$ cat config.mk
export PLATFORM = sky130hd
export DESIGN_NAME = rrsm_regs
export DESIGN_NICKNAME = d
export VERILOG_FILES = /design/src/hdl/rrsm_pkg.sv /design/src/hdl/rrsm_regs.sv /design/src/hdl/rrsm_sync.sv /design/src/hdl/rrsm_peak.sv
export SDC_FILE = /design/constraint.sdc
export NUM_CORES = 1
export LEC_CHECK = 0
export ABC_AREA = 1
export BUFFER_PORTS_ARGS = -buffer_cell sky130_fd_sc_hd__buf_2
export CAP_MARGIN = 20
export CELL_PAD_IN_SITES_DETAIL_PLACEMENT = 1
export CELL_PAD_IN_SITES_GLOBAL_PLACEMENT = 1
export CORE_MARGIN = 2
export CORE_UTILIZATION = 43
export CTS_BUF_LIST = sky130_fd_sc_hd__clkbuf_2
export DETAILED_ROUTE_END_ITERATION = 10
export GPL_TIMING_DRIVEN = 0
export PLACE_DENSITY = 0.85
export SLEW_MARGIN = 15
export SYNTH_ARGS = -nofsm -noshare
export SYNTH_HDL_FRONTEND = slang
export SYNTH_SLANG_ARGS = --single-unit
$ cat constraint.sdc
create_clock -name mclk_i -period 3.78 [get_ports mclk_i]
set_input_delay 0.567 -clock mclk_i [delete_from_list [all_inputs] [get_ports mclk_i]]
set_output_delay 0.567 -clock mclk_i [all_outputs]
set_load 0.01 [all_outputs]
$ cat src/hdl/rrsm_pkg.sv
// Constants of the reader status, mask, strength and test register group.
// Assumes a 100 MHz system clock and an 8-bit host register port.
package rrsm_pkg;
	// Register offsets on the host port
	localparam logic [7:0] OFS_MASK = 8'h0d;
	localparam logic [7:0] OFS_COLL_LOW = 8'h0e;
	localparam logic [7:0] OFS_STRENGTH = 8'h0f;
	localparam logic [7:0] OFS_TEST = 8'h1a;
	// Reset values
	localparam logic [7:0] MASK_RESET = 8'h3e;
	localparam logic [7:0] COLL_LOW_RESET = 8'h00;
	localparam logic [7:0] TEST_RESET = 8'h00;
	// Mask register fields
	localparam int MASK_COLLISION_POS_BIT9 = 7;
	localparam int MASK_COLLISION_POS_BIT8 = 6;
	localparam int MASK_EN_HI = 5;
	localparam int MASK_EN_NORESP = 0;
	// Event vector order, same as mask bits 5..0
	localparam int EV_FIFO = 5;
	localparam int EV_CRC = 4;
	localparam int EV_PARITY = 3;
	localparam int EV_FRAMING = 2;
	localparam int EV_COLL = 1;
	localparam int EV_NORESP = 0;
	localparam int EV_W = 6;
	// Strength register fields
	localparam int STR_OSC_OK = 6;
	localparam int STR_AUX_LSB = 3;
	localparam int STR_MAIN_LSB = 0;
	localparam int STR_W = 3;
	// Test register fields
	localparam int TST_KEY_IN = 7;
	localparam int TST_SUBC_OUT = 6;
	localparam int TST_DIRECT = 5;
	localparam int TST_STAGE_SEL = 4;
	localparam int TST_GAIN2_LOW = 3;
	localparam int TST_GAIN1_LOW = 2;
	localparam int TST_FOLLOW = 1;
	localparam int TST_AGC = 0;
	// Oscillator settle time
	localparam int CLK_MHZ = 100;
	localparam int OSC_SETTLE_US = 200;
	localparam int OSC_SETTLE_CYC = OSC_SETTLE_US * CLK_MHZ;
	localparam int COLL_POS_W = 10;

	typedef enum logic [0:0] {
		RRSM_HOLD_IDLE = 1'b0,
		RRSM_HOLD_RX = 1'b1
	} rrsm_hold_t;
endpackage : rrsm_pkg

$ cat src/hdl/rrsm_regs.sv
// Status, mask, collision position, strength and test registers of the reader.
// Assumes host port strobes and decoder events are synchronous to mclk_i;
// strength comparator codes and the keying/modulation pins are asynchronous.
//
// Behaviour
// - Mask bits 5..1 enable FIFO, CRC, parity, framing, collision; reset to one.
// - Mask bit 0 enables no-response interrupt; resets to zero.
// - Ten-bit position: bits 9,8 in mask bits 7,6, low byte separate.
// - Low position register resets to zero and clears after host read.
// - Outside Type A, position marks the bit of a frame error.
// - Strength valid from reception start until next transmission start.
// - Strength holds peak envelope, readable after packet end.
// - Strength values clear when next transmission starts.
// - Each channel strength is a 3-bit code, 4 dB per step.
// - Main strength code sits in bits 2..0.
// - Auxiliary strength code sits in bits 5..3.
// - Bit 6 of strength reads one after oscillator settles, about 200 us.
// - Input swap makes auxiliary field report the first receive input.
// - Test bit 7 makes keying pin the decoder digital input.
// - Test bit 6 drives digitised subcarrier out on modulation pin.
// - Test bit 5 takes transmit modulation from pin and resets receiver.
// - Test bit 4 selects first or second gain stage output.
// - Test bits 3,2 lower second or first stage gain by 6 dB.
// - Test bit 0 shows gain control level in main strength bits.
// - Interrupt status and line clear on status read; line rises at phase end.
`timescale 1ns/10ps
module rrsm_regs #(
	parameter int OSC_CYCLES = rrsm_pkg::OSC_SETTLE_CYC
) (
	// Clock and reset
	input wire logic mclk_i,
	input wire logic rst_n_i,
	// Host register port
	input wire logic [7:0] reg_addr_i,
	input wire logic reg_wr_i,
	input wire logic reg_rd_i,
	input wire logic [7:0] reg_wdata_i,
	output logic [7:0] reg_rdata_o,
	// Protocol decoder and transmitter events
	input wire logic tx_start_i,
	input wire logic rx_start_i,
	input wire logic phase_end_i,
	input wire logic [5:0] event_i,
	input wire logic [9:0] event_pos_i,
	input wire logic type_a_mode_i,
	input wire logic status_read_i,
	output logic [5:0] event_status_o,
	output logic irq_o,
	// Receiver analog side
	input wire logic input_swap_i,
	input wire logic [2:0] in1_level_i,
	input wire logic [2:0] in2_level_i,
	input wire logic [2:0] agc_level_i,
	output logic stage_select_o,
	output logic second_stage_gain_reduce_o,
	output logic first_stage_gain_reduce_o,
	output logic follower_test_o,
	output logic rx_reset_o,
	// Pins and digital paths
	input wire logic keying_pin_i,
	input wire logic mod_pin_i,
	input wire logic rx_subcarrier_i,
	input wire logic tx_modulation_i,
	input wire logic internal_decoder_data_i,
	output logic decoder_data_o,
	output logic tx_mod_o,
	output logic mod_pin_o,
	output logic mod_pin_oe_o
);
	localparam int CNT_W = $clog2(OSC_CYCLES + 1);

	typedef struct packed {
		rrsm_pkg::rrsm_hold_t hold;
		logic [7:0] mask;
		logic [7:0] coll_low;
		logic [7:0] test;
		logic [7:0] rdata;
		logic [5:0] status;
		logic irq;
		logic [CNT_W-1:0] osc_cnt;
		logic osc_ok;
		logic decoder_data;
		logic tx_mod;
		logic mod_pin;
		logic mod_pin_oe;
	} rrsm_st_t;

	rrsm_st_t st_ff;
	rrsm_st_t nxt_st;
	logic [8:0] lvl_sync;
	logic [2:0] agc_sync;
	logic [1:0] pin_sync;
	logic [2:0] main_lvl;
	logic [2:0] aux_lvl;
	logic [2:0] main_peak;
	logic [2:0] aux_peak;
	logic [2:0] main_field;
	logic rd_coll;
	logic capture;
	logic [7:0] strength;

	rrsm_sync #(.W(9)) u_lvl_sync (
		.mclk_i(mclk_i),
		.rst_n_i(rst_n_i),
		.d_i({in2_level_i, in1_level_i, agc_level_i}),
		.q_o(lvl_sync)
	);

	rrsm_sync #(.W(2)) u_pin_sync (
		.mclk_i(mclk_i),
		.rst_n_i(rst_n_i),
		.d_i({mod_pin_i, keying_pin_i}),
		.q_o(pin_sync)
	);

	assign agc_sync = lvl_sync[2:0];
	// Swapped inputs trade channel roles
	assign main_lvl = input_swap_i ? lvl_sync[8:6] : lvl_sync[5:3];
	assign aux_lvl = input_swap_i ? lvl_sync[5:3] : lvl_sync[8:6];

	// Peak tracks only while a reception window is open
	rrsm_peak #(.W(rrsm_pkg::STR_W)) u_main_peak (
		.mclk_i(mclk_i),
		.rst_n_i(rst_n_i),
		.clear_i(tx_start_i),
		.track_i(st_ff.hold == rrsm_pkg::RRSM_HOLD_RX || rx_start_i),
		.level_i(main_lvl),
		.peak_o(main_peak)
	);

	rrsm_peak #(.W(rrsm_pkg::STR_W)) u_aux_peak (
		.mclk_i(mclk_i),
		.rst_n_i(rst_n_i),
		.clear_i(tx_start_i),
		.track_i(st_ff.hold == rrsm_pkg::RRSM_HOLD_RX || rx_start_i),
		.level_i(aux_lvl),
		.peak_o(aux_peak)
	);

	assign main_field = st_ff.test[rrsm_pkg::TST_AGC] ? agc_sync : main_peak;
	always_comb begin
		strength = 8'h00;
		strength[rrsm_pkg::STR_OSC_OK] = st_ff.osc_ok;
		strength[rrsm_pkg::STR_AUX_LSB +: rrsm_pkg::STR_W] = aux_peak;
		strength[rrsm_pkg::STR_MAIN_LSB +: rrsm_pkg::STR_W] = main_field;
	end

	assign rd_coll = reg_rd_i && (reg_addr_i == rrsm_pkg::OFS_COLL_LOW);
	// Type A logs collisions only; other protocols log frame errors
	assign capture = type_a_mode_i ? event_i[rrsm_pkg::EV_COLL]
		: (|event_i[rrsm_pkg::EV_CRC:rrsm_pkg::EV_FRAMING]);

	always_comb begin
		nxt_st = st_ff;
		// Reception window for the strength capture
		case (st_ff.hold)
			rrsm_pkg::RRSM_HOLD_IDLE: begin
				if (rx_start_i && !tx_start_i) begin
					nxt_st.hold = rrsm_pkg::RRSM_HOLD_RX;
				end
			end
			rrsm_pkg::RRSM_HOLD_RX: begin
				if (tx_start_i) begin
					nxt_st.hold = rrsm_pkg::RRSM_HOLD_IDLE;
				end
			end
			default: begin
				nxt_st.hold = rrsm_pkg::RRSM_HOLD_IDLE;
			end
		endcase

		// Oscillator settle count from reset release
		if (st_ff.osc_cnt < CNT_W'(OSC_CYCLES)) begin
			nxt_st.osc_cnt = st_ff.osc_cnt + 1'b1;
		end else begin
			nxt_st.osc_ok = 1'b1;
		end

		// Host writes; collision bits stay read-only
		if (reg_wr_i) begin
			case (reg_addr_i)
				rrsm_pkg::OFS_MASK: begin
					nxt_st.mask[rrsm_pkg::MASK_EN_HI:0] = reg_wdata_i[rrsm_pkg::MASK_EN_HI:0];
				end
				rrsm_pkg::OFS_TEST: begin
					nxt_st.test = reg_wdata_i;
				end
				default: begin
					nxt_st.test = st_ff.test;
				end
			endcase
		end

		// Clear on read, capture in the same cycle wins
		if (rd_coll) begin
			nxt_st.coll_low = 8'h00;
		end
		if (capture) begin
			nxt_st.coll_low = event_pos_i[7:0];
			nxt_st.mask[rrsm_pkg::MASK_COLLISION_POS_BIT9] = event_pos_i[9];
			nxt_st.mask[rrsm_pkg::MASK_COLLISION_POS_BIT8] = event_pos_i[8];
		end

		// Status records every event, enabled or not
		if (status_read_i) begin
			nxt_st.status = '0;
			nxt_st.irq = 1'b0;
		end
		nxt_st.status = nxt_st.status | event_i;
		// Line rises only at phase end and only for enabled events
		if (phase_end_i && |(nxt_st.status & st_ff.mask[rrsm_pkg::MASK_EN_HI:0])) begin
			nxt_st.irq = 1'b1;
		end

		// Registered read data
		case (reg_addr_i)
			rrsm_pkg::OFS_MASK: nxt_st.rdata = st_ff.mask;
			rrsm_pkg::OFS_COLL_LOW: nxt_st.rdata = st_ff.coll_low;
			rrsm_pkg::OFS_STRENGTH: nxt_st.rdata = strength;
			rrsm_pkg::OFS_TEST: nxt_st.rdata = st_ff.test;
			default: nxt_st.rdata = 8'h00;
		endcase
		if (!reg_rd_i) begin
			nxt_st.rdata = st_ff.rdata;
		end

		// Pin routing under test control
		nxt_st.decoder_data = st_ff.test[rrsm_pkg::TST_KEY_IN] ? pin_sync[0]
			: internal_decoder_data_i;
		nxt_st.tx_mod = st_ff.test[rrsm_pkg::TST_DIRECT] ? pin_sync[1]
			: tx_modulation_i;
		nxt_st.mod_pin_oe = st_ff.test[rrsm_pkg::TST_SUBC_OUT];
		nxt_st.mod_pin = st_ff.test[rrsm_pkg::TST_SUBC_OUT] & rx_subcarrier_i;
	end

	always_ff @(posedge mclk_i) begin
		if (!rst_n_i) begin
			st_ff.hold <= rrsm_pkg::RRSM_HOLD_IDLE;
			st_ff.mask <= rrsm_pkg::MASK_RESET;
			st_ff.coll_low <= rrsm_pkg::COLL_LOW_RESET;
			st_ff.test <= rrsm_pkg::TEST_RESET;
			st_ff.rdata <= 8'h00;
			st_ff.status <= '0;
			st_ff.irq <= 1'b0;
			st_ff.osc_cnt <= '0;
			st_ff.osc_ok <= 1'b0;
			st_ff.decoder_data <= 1'b0;
			st_ff.tx_mod <= 1'b0;
			st_ff.mod_pin <= 1'b0;
			st_ff.mod_pin_oe <= 1'b0;
		end else begin
			st_ff <= nxt_st;
		end
	end

	assign reg_rdata_o = st_ff.rdata;
	assign event_status_o = st_ff.status;
	assign irq_o = st_ff.irq;
	assign stage_select_o = st_ff.test[rrsm_pkg::TST_STAGE_SEL];
	assign second_stage_gain_reduce_o = st_ff.test[rrsm_pkg::TST_GAIN2_LOW];
	assign first_stage_gain_reduce_o = st_ff.test[rrsm_pkg::TST_GAIN1_LOW];
	assign follower_test_o = st_ff.test[rrsm_pkg::TST_FOLLOW];
	assign rx_reset_o = st_ff.test[rrsm_pkg::TST_DIRECT];
	assign decoder_data_o = st_ff.decoder_data;
	assign tx_mod_o = st_ff.tx_mod;
	assign mod_pin_o = st_ff.mod_pin;
	assign mod_pin_oe_o = st_ff.mod_pin_oe;
endmodule : rrsm_regs

$ cat src/hdl/rrsm_sync.sv
// Two-flop synchroniser for pins and analog comparator levels.
// Assumes inputs are quasi-static relative to mclk_i.
`timescale 1ns/10ps
module rrsm_sync #(
	parameter int W = 1
) (
	// Clock and reset
	input wire logic mclk_i,
	input wire logic rst_n_i,
	// Data
	input wire logic [W-1:0] d_i,
	output logic [W-1:0] q_o
);
	typedef struct packed {
		logic [W-1:0] meta;
		logic [W-1:0] q;
	} rrsm_sync_st_t;
	rrsm_sync_st_t st_ff;
	rrsm_sync_st_t nxt_st;

	always_comb begin
		nxt_st.meta = d_i;
		nxt_st.q = st_ff.meta;
	end

	always_ff @(posedge mclk_i) begin
		if (!rst_n_i) begin
			st_ff <= '0;
		end else begin
			st_ff <= nxt_st;
		end
	end

	assign q_o = st_ff.q;
endmodule : rrsm_sync

$ cat src/hdl/rrsm_peak.sv
// Peak hold of one 3-bit receive strength code.
// Assumes level_i is already synchronous to mclk_i.
`timescale 1ns/10ps
module rrsm_peak #(
	parameter int W = 3
) (
	// Clock and reset
	input wire logic mclk_i,
	input wire logic rst_n_i,
	// Control
	input wire logic clear_i,
	input wire logic track_i,
	// Level
	input wire logic [W-1:0] level_i,
	output logic [W-1:0] peak_o
);
	typedef struct packed {
		logic [W-1:0] peak;
	} rrsm_peak_st_t;
	rrsm_peak_st_t st_ff;
	rrsm_peak_st_t nxt_st;

	always_comb begin
		nxt_st = st_ff;
		if (clear_i) begin
			nxt_st.peak = '0;
		end else if (track_i && (level_i > st_ff.peak)) begin
			nxt_st.peak = level_i;
		end
	end

	always_ff @(posedge mclk_i) begin
		if (!rst_n_i) begin
			st_ff <= '0;
		end else begin
			st_ff <= nxt_st;
		end
	end

	assign peak_o = st_ff.peak;
endmodule : rrsm_peak

# == Word level (Yosys, flattened, before mapping) ==
# Index checks and enable logic that the tools add are counted.
# totals
regBits,88
latch_bits,0
ram_bits,0
rom_bits,0
in_bits,56
n_memories,0
# op_classes
addsub,1
mul,0
div_mod_pow,0
order_cmp,3
n_eq_ne,4
shift,0
n_mux,14
bitwise_logic,5
n_reduce_logical,14
# ops
operator,n
$pmux 8 s4,1
$eq 8x4->1 const B,3
$mux 8,2
$add 15x1->15 const B,1
$lt 15x15->1 const B,1
$mux 3,3
$eq 8x5->1 const B,1
$mux 7,1
$and 6x6->6,1
$gt 3x3->1,2
$mux 1,6
$or 6x6->6,1
$reduce_or 6->1,1
$logic_and 1x1->1,5
$reduce_and 2->1,2
$reduce_bool 2->1,2
$reduce_or 3->1,1
$not 1->1,2
$pmux 1 s2,1
$reduce_or 2->1,1
$and 1x1->1,1
$logic_not 1->1,1
$logic_or 1x1->1,1

# == Depth between registers and ports, before layout ==
# logic_depth
ltp_word,6
depth_mapped,11
mapped_depth_nobuf,11

# == Cells and area by module ==
# A second synthesis with hierarchy kept.
# unflattened
cells_unflattened,609
hier_area_um2,4217.8
# by_module_without_submodules
module,n_inst,cells_per_inst,area_per_inst_um2,seq_area_each_um2
rrsm_regs,1,465,3120.5,1201.2
rrsm_sync (u_lvl_sync),1,56,529.3,360.3
rrsm_peak,2,38,229.0,60.1
rrsm_sync (u_pin_sync),1,12,110.1,80.1

# == Worst setup path after synthesis ==
# Ideal clock, no wire load.
# synth_timing
kind,input port to flip-flop
start,in input_swap_i
end,"reg u_main_peak.st_ff, in the netlist u_main_peak.peak_o[0]"
setup_time_ns,0.070
t_arrival_ns,1.952
required_ns,3.710
path_slack_ns,1.758
stages,8
path_buffers,1
path_cell_list,clkbuf_1 -> o21ai_0 -> ha_1 -> nand2_1 -> o21ai_0 -> nand3_1 -> or2_2 -> a21oi_1
# synth_between
elab_chain_cells,3
# synth_lines
item,line,rtl
from (decl),rrsm_regs.sv:50,"input wire logic input_swap_i,"
$mux 3,rrsm_regs.sv:118,assign main_lvl = input_swap_i ? lvl_sync[8:6] : lvl_sync[5:3];
net main_lvl[1],rrsm_regs.sv:93,logic [2:0] main_lvl;
$gt 3x3->1,rrsm_peak.sv:27,end else if (track_i && (level_i > st_ff.peak)) begin
$logic_and 1x1->1,rrsm_peak.sv:27,
to (signal assigned),rrsm_peak.sv:36,st_ff <= nxt_st;
to (decl),rrsm_peak.sv:20,rrsm_peak_st_t st_ff;
# The timed path passes the listed nets, and every way through them passes these cells.
# A chain may end at the register's enable or synchronous reset.

# == Worst setup path in the final report ==
# layout_timing
start,"reg u_lvl_sync.st_ff, in the netlist u_lvl_sync.q_o[8]"
end,"reg u_aux_peak.st_ff, in the netlist u_aux_peak.peak_o[0]"
# layout_between
elab_chain_cells,3
# layout_lines
item,line,rtl
from (decl),rrsm_sync.sv:18,rrsm_sync_st_t st_ff;
from (signal assigned),rrsm_sync.sv:30,st_ff <= nxt_st;
$mux 3,rrsm_regs.sv:119,assign aux_lvl = input_swap_i ? lvl_sync[5:3] : lvl_sync[8:6];
net aux_lvl[2],rrsm_regs.sv:94,logic [2:0] aux_lvl;
$gt 3x3->1,rrsm_peak.sv:27,
$logic_and 1x1->1,rrsm_peak.sv:27,
to (signal assigned),rrsm_peak.sv:36,
to (decl),rrsm_peak.sv:20,
# The timed path passes the listed nets, and every way through them passes these cells.

==> key figures <==
Outcome
  – Outcome: finished, final reports clean

Synth
  – Yosys cell types: 30
  – Avg Cell Area, Syn: 7.08 um^2
  – Post-Syn Nets: 625
  – Yosys warning total: 0
  – Top cell type's share of synthesized area: 44.3%
  – Sequential-to-total area share from yosys stat: 44.3%
  – EDFF count, synth: 0
  – Synth Cell Area: 3980 um^2
  – Synthesized flop and latch total: 88
  – Primary FF master, synth: dfxtp_1
  – Yosys top cell by area: dfxtp_1
  – FFs w/ async S/R, synth: 0%
  – Ranking of synthesized cells by area: dfxtp_1 44%, nand2_1 15%, nand3_1 7.9%
  – Synthesized instance count: 562

Place
  – Dpl cells: 750
  – PortBufs: 77
  – Routability cong.: 0.885
  – Post-placement cell area: 4500 um^2
  – DP Wirelength: 8420 um

Detailed routing
  – Routed wire length: 10700 um
  – Number of DRC markers in iteration 0: 121
  – Vias/cell: 4.95
  – WL per Instance: 13.9 um
  – DR DRC count: 0
  – Routed via count: 3788
  – TritonRoute pass-1 iters: 4
  – Post-route ant nets: 0

Power
  – Total power: 1.63 mW
  – Pwr per Cell Area: 353 nW/um^2
  – Leakage: 2.32 nW
  – VDD IR-drop max: 0.227 mV

Clock tree
  – Clock-pin slew on the worst setup and hold paths: 0.28 ns
  – H-tree depth: 3
  – CTS tree: done
  – Post-CTS setup buffers: 0
  – # resized after CTS: 0
  – CTS sink cnt: 88
  – CTS root buf: clkbuf_2
  – Clk buf depth: 2
  – Inserted Clock Buffers: 9
  – CTS Hold Bufs: 0
  – Skew-Pair Late Insertion Delay: 0.55 ns

Finish
  – Finished Layout Cells: 766
  – Final #Nets: 713
  – Most frequent cells in the layout: 156 x nand2_1, 88 x dfxtp_1, 78 x buf_2
  – Antenna cells: 0
  – Post-route cell area: 4620 um^2
  – Area grow syn2layout: 16.0%
  – Share of layout cells above drive strength 1: 19.5%
  – Commonest non-fill, non-tap cell in the layout: nand2_1
  – Fill cell count: 1241

STA
  – Crit path time final: 1.84 ns
  – Worst slew pin tran: 0.506 ns
  – Final Hold Viols: 0
  – Rel. slew slack: 66.1%
  – Fin Clk Skew: 0.0235 ns
  – Final worst path period share: 48.6%
  – RSZ-0062 raised after global routing: no
  – Max Slew Vio Count: 0
  – Fmax: 544 MHz
  – Setup TNS: 0 ns
  – Setup violators final: 0

Setup path
  – Worst-path maximum fanout: 5
  – Setup crit start kind: flop
  – Setup CP Type: reg -> reg
  – Critical Path Sink Type: flop
  – Worst Path Required: 4.25 ns
  – Worst Path Arrival: 2.31 ns
  – Critical Path Max Stage Delay: 0.38 ns
  – Slowest-stage cell, CP: dfxtp_1
  – CP cell instances: inv_1, o21ai_0, ha_1, a21oi_1, nand2_1, nand3_1, inv_1, o21ai_0, a21oi_1

Global routing
  – Vias in the first global route: 3789
  – Global-route wire length before repair: 17700 um
  – Largest net degree at the start of global routing: 19
  – Global route overflow: 0
  – Initial antenna violation count: 0
  – All-Layer GR Usage: 22.4%

Floorplan
  – I/O pin count: 80
  – Die Y-Extent: 100 um
  – Die ar.: 10000 um^2
  – Core ar.: 9110 um^2
  – Die span in x: 100 um
  – Cell row count: 35
  – Initial Util: 43.7%

Min path
  – Min-delay worst type: in -> reg

Run
  – Maxcap violations: 0
[registers in the layout (all words and copies together) (netlist names), 2 cells and up]
signal and count:
u_aux_peak.peak_o 3, u_pin_sync.q_o 2, st_ff 35, reg_rdata_o 8
u_lvl_sync.nxt_st 9, u_main_peak.peak_o 3, u_lvl_sync.q_o 9, u_pin_sync.nxt_st 2
event_status_o 6
[synth_stat cells, types with 3 or more instances]
master	number
nor2_1	40
nand2_1	156
dfxtp_1	88
ha_1	7
nor2_4	3
buf_6	3
clkbuf_1	9
buf_4	18
xor2_1	4
a21oi_1	52
nand3_1	63
inv_1	70
o21ai_0	27
[power by group]
| part | total (mW) | leakage [nW] | internal, mW | switching, mW |
|---|---|---|---|---|
| Sequential | 0.979 | 0.720 | 0.963 | 0.0162 |
| Combinational | 0.175 | 1.53 | 0.0697 | 0.105 |
| Clock | 0.474 | 0.0713 | 0.108 | 0.366 |
| Total | 1.63 | 2.32 | 1.14 | 0.488 |
[worst max-delay path, delay by kind of cell (launching register included)]
family | cells | cell delay (ns)
buf+inv | 2 | 0.12
simple gates | 2 | 0.23
flops | 1 | 0.38
fa+ha+maj | 1 | 0.34
compound gates | 4 | 0.69
[logic make-up after synthesis]
group	count (synthesis)	share of synthesized area, %
buffers and inverters	103	12.0
xor gates and xnor gates	4	0.880
and+or+nand+nor	276	29.9
AOI/OAI and AO/OA	84	10.8
adders and majority gates	7	2.20
DFF	88	44.3
[layer usage]
layer | GRT usage, % | up-vias | wire (um)
met4 | 5.37 | 0 | 89
met1 | 28.0 | 1773 | 4790
met2 | 39.8 | 74 | 5370
li1 | - | 1935 | -
met3 | 4.11 | 6 | 412
met5 | 0 | - | 0
[worst paths after layout]
check             slack (ns)                    to  cells past startpoint                  from
hold reg to reg         0.44     u_lvl_sync.q_o[3]                      2  u_lvl_sync.nxt_st[3]
setup reg to reg        1.94  u_aux_peak.peak_o[0]                      9     u_lvl_sync.q_o[8]
setup / recovery        1.94  u_aux_peak.peak_o[0]                      9     u_lvl_sync.q_o[8]
hold / removal          0.17  u_lvl_sync.nxt_st[5]                      3        in1_level_i[2]
[cell type report]
cell class / instances / area (um^2) / share of cell area [%]
Tap cell: 111 / 139 / 3.01
Clock inverter: 7 / 66.3 / 1.44
Multi-Input combinational cell: 371 / 1740 / 37.7
Clock buffer: 9 / 45.0 / 0.976
Buffer: 31 / 208 / 4.50
Timing Repair Buffer: 77 / 385 / 8.35
Inverter: 72 / 270 / 5.86
Sequential cell: 88 / 1760 / 38.2
[per-stage QoR]
stage	hold WS (ns)	utilization, %	setup slack (ns)
CTS	0.117	50.7	1.93
floorplan	0.390	-	1.76
detailed placement	0.401	49.5	1.38
finish	0.174	50.7	1.94
global placement	0.395	49.5	1.51
global route	0.0712	50.7	1.79
Power figures use the tool's default switching activity.
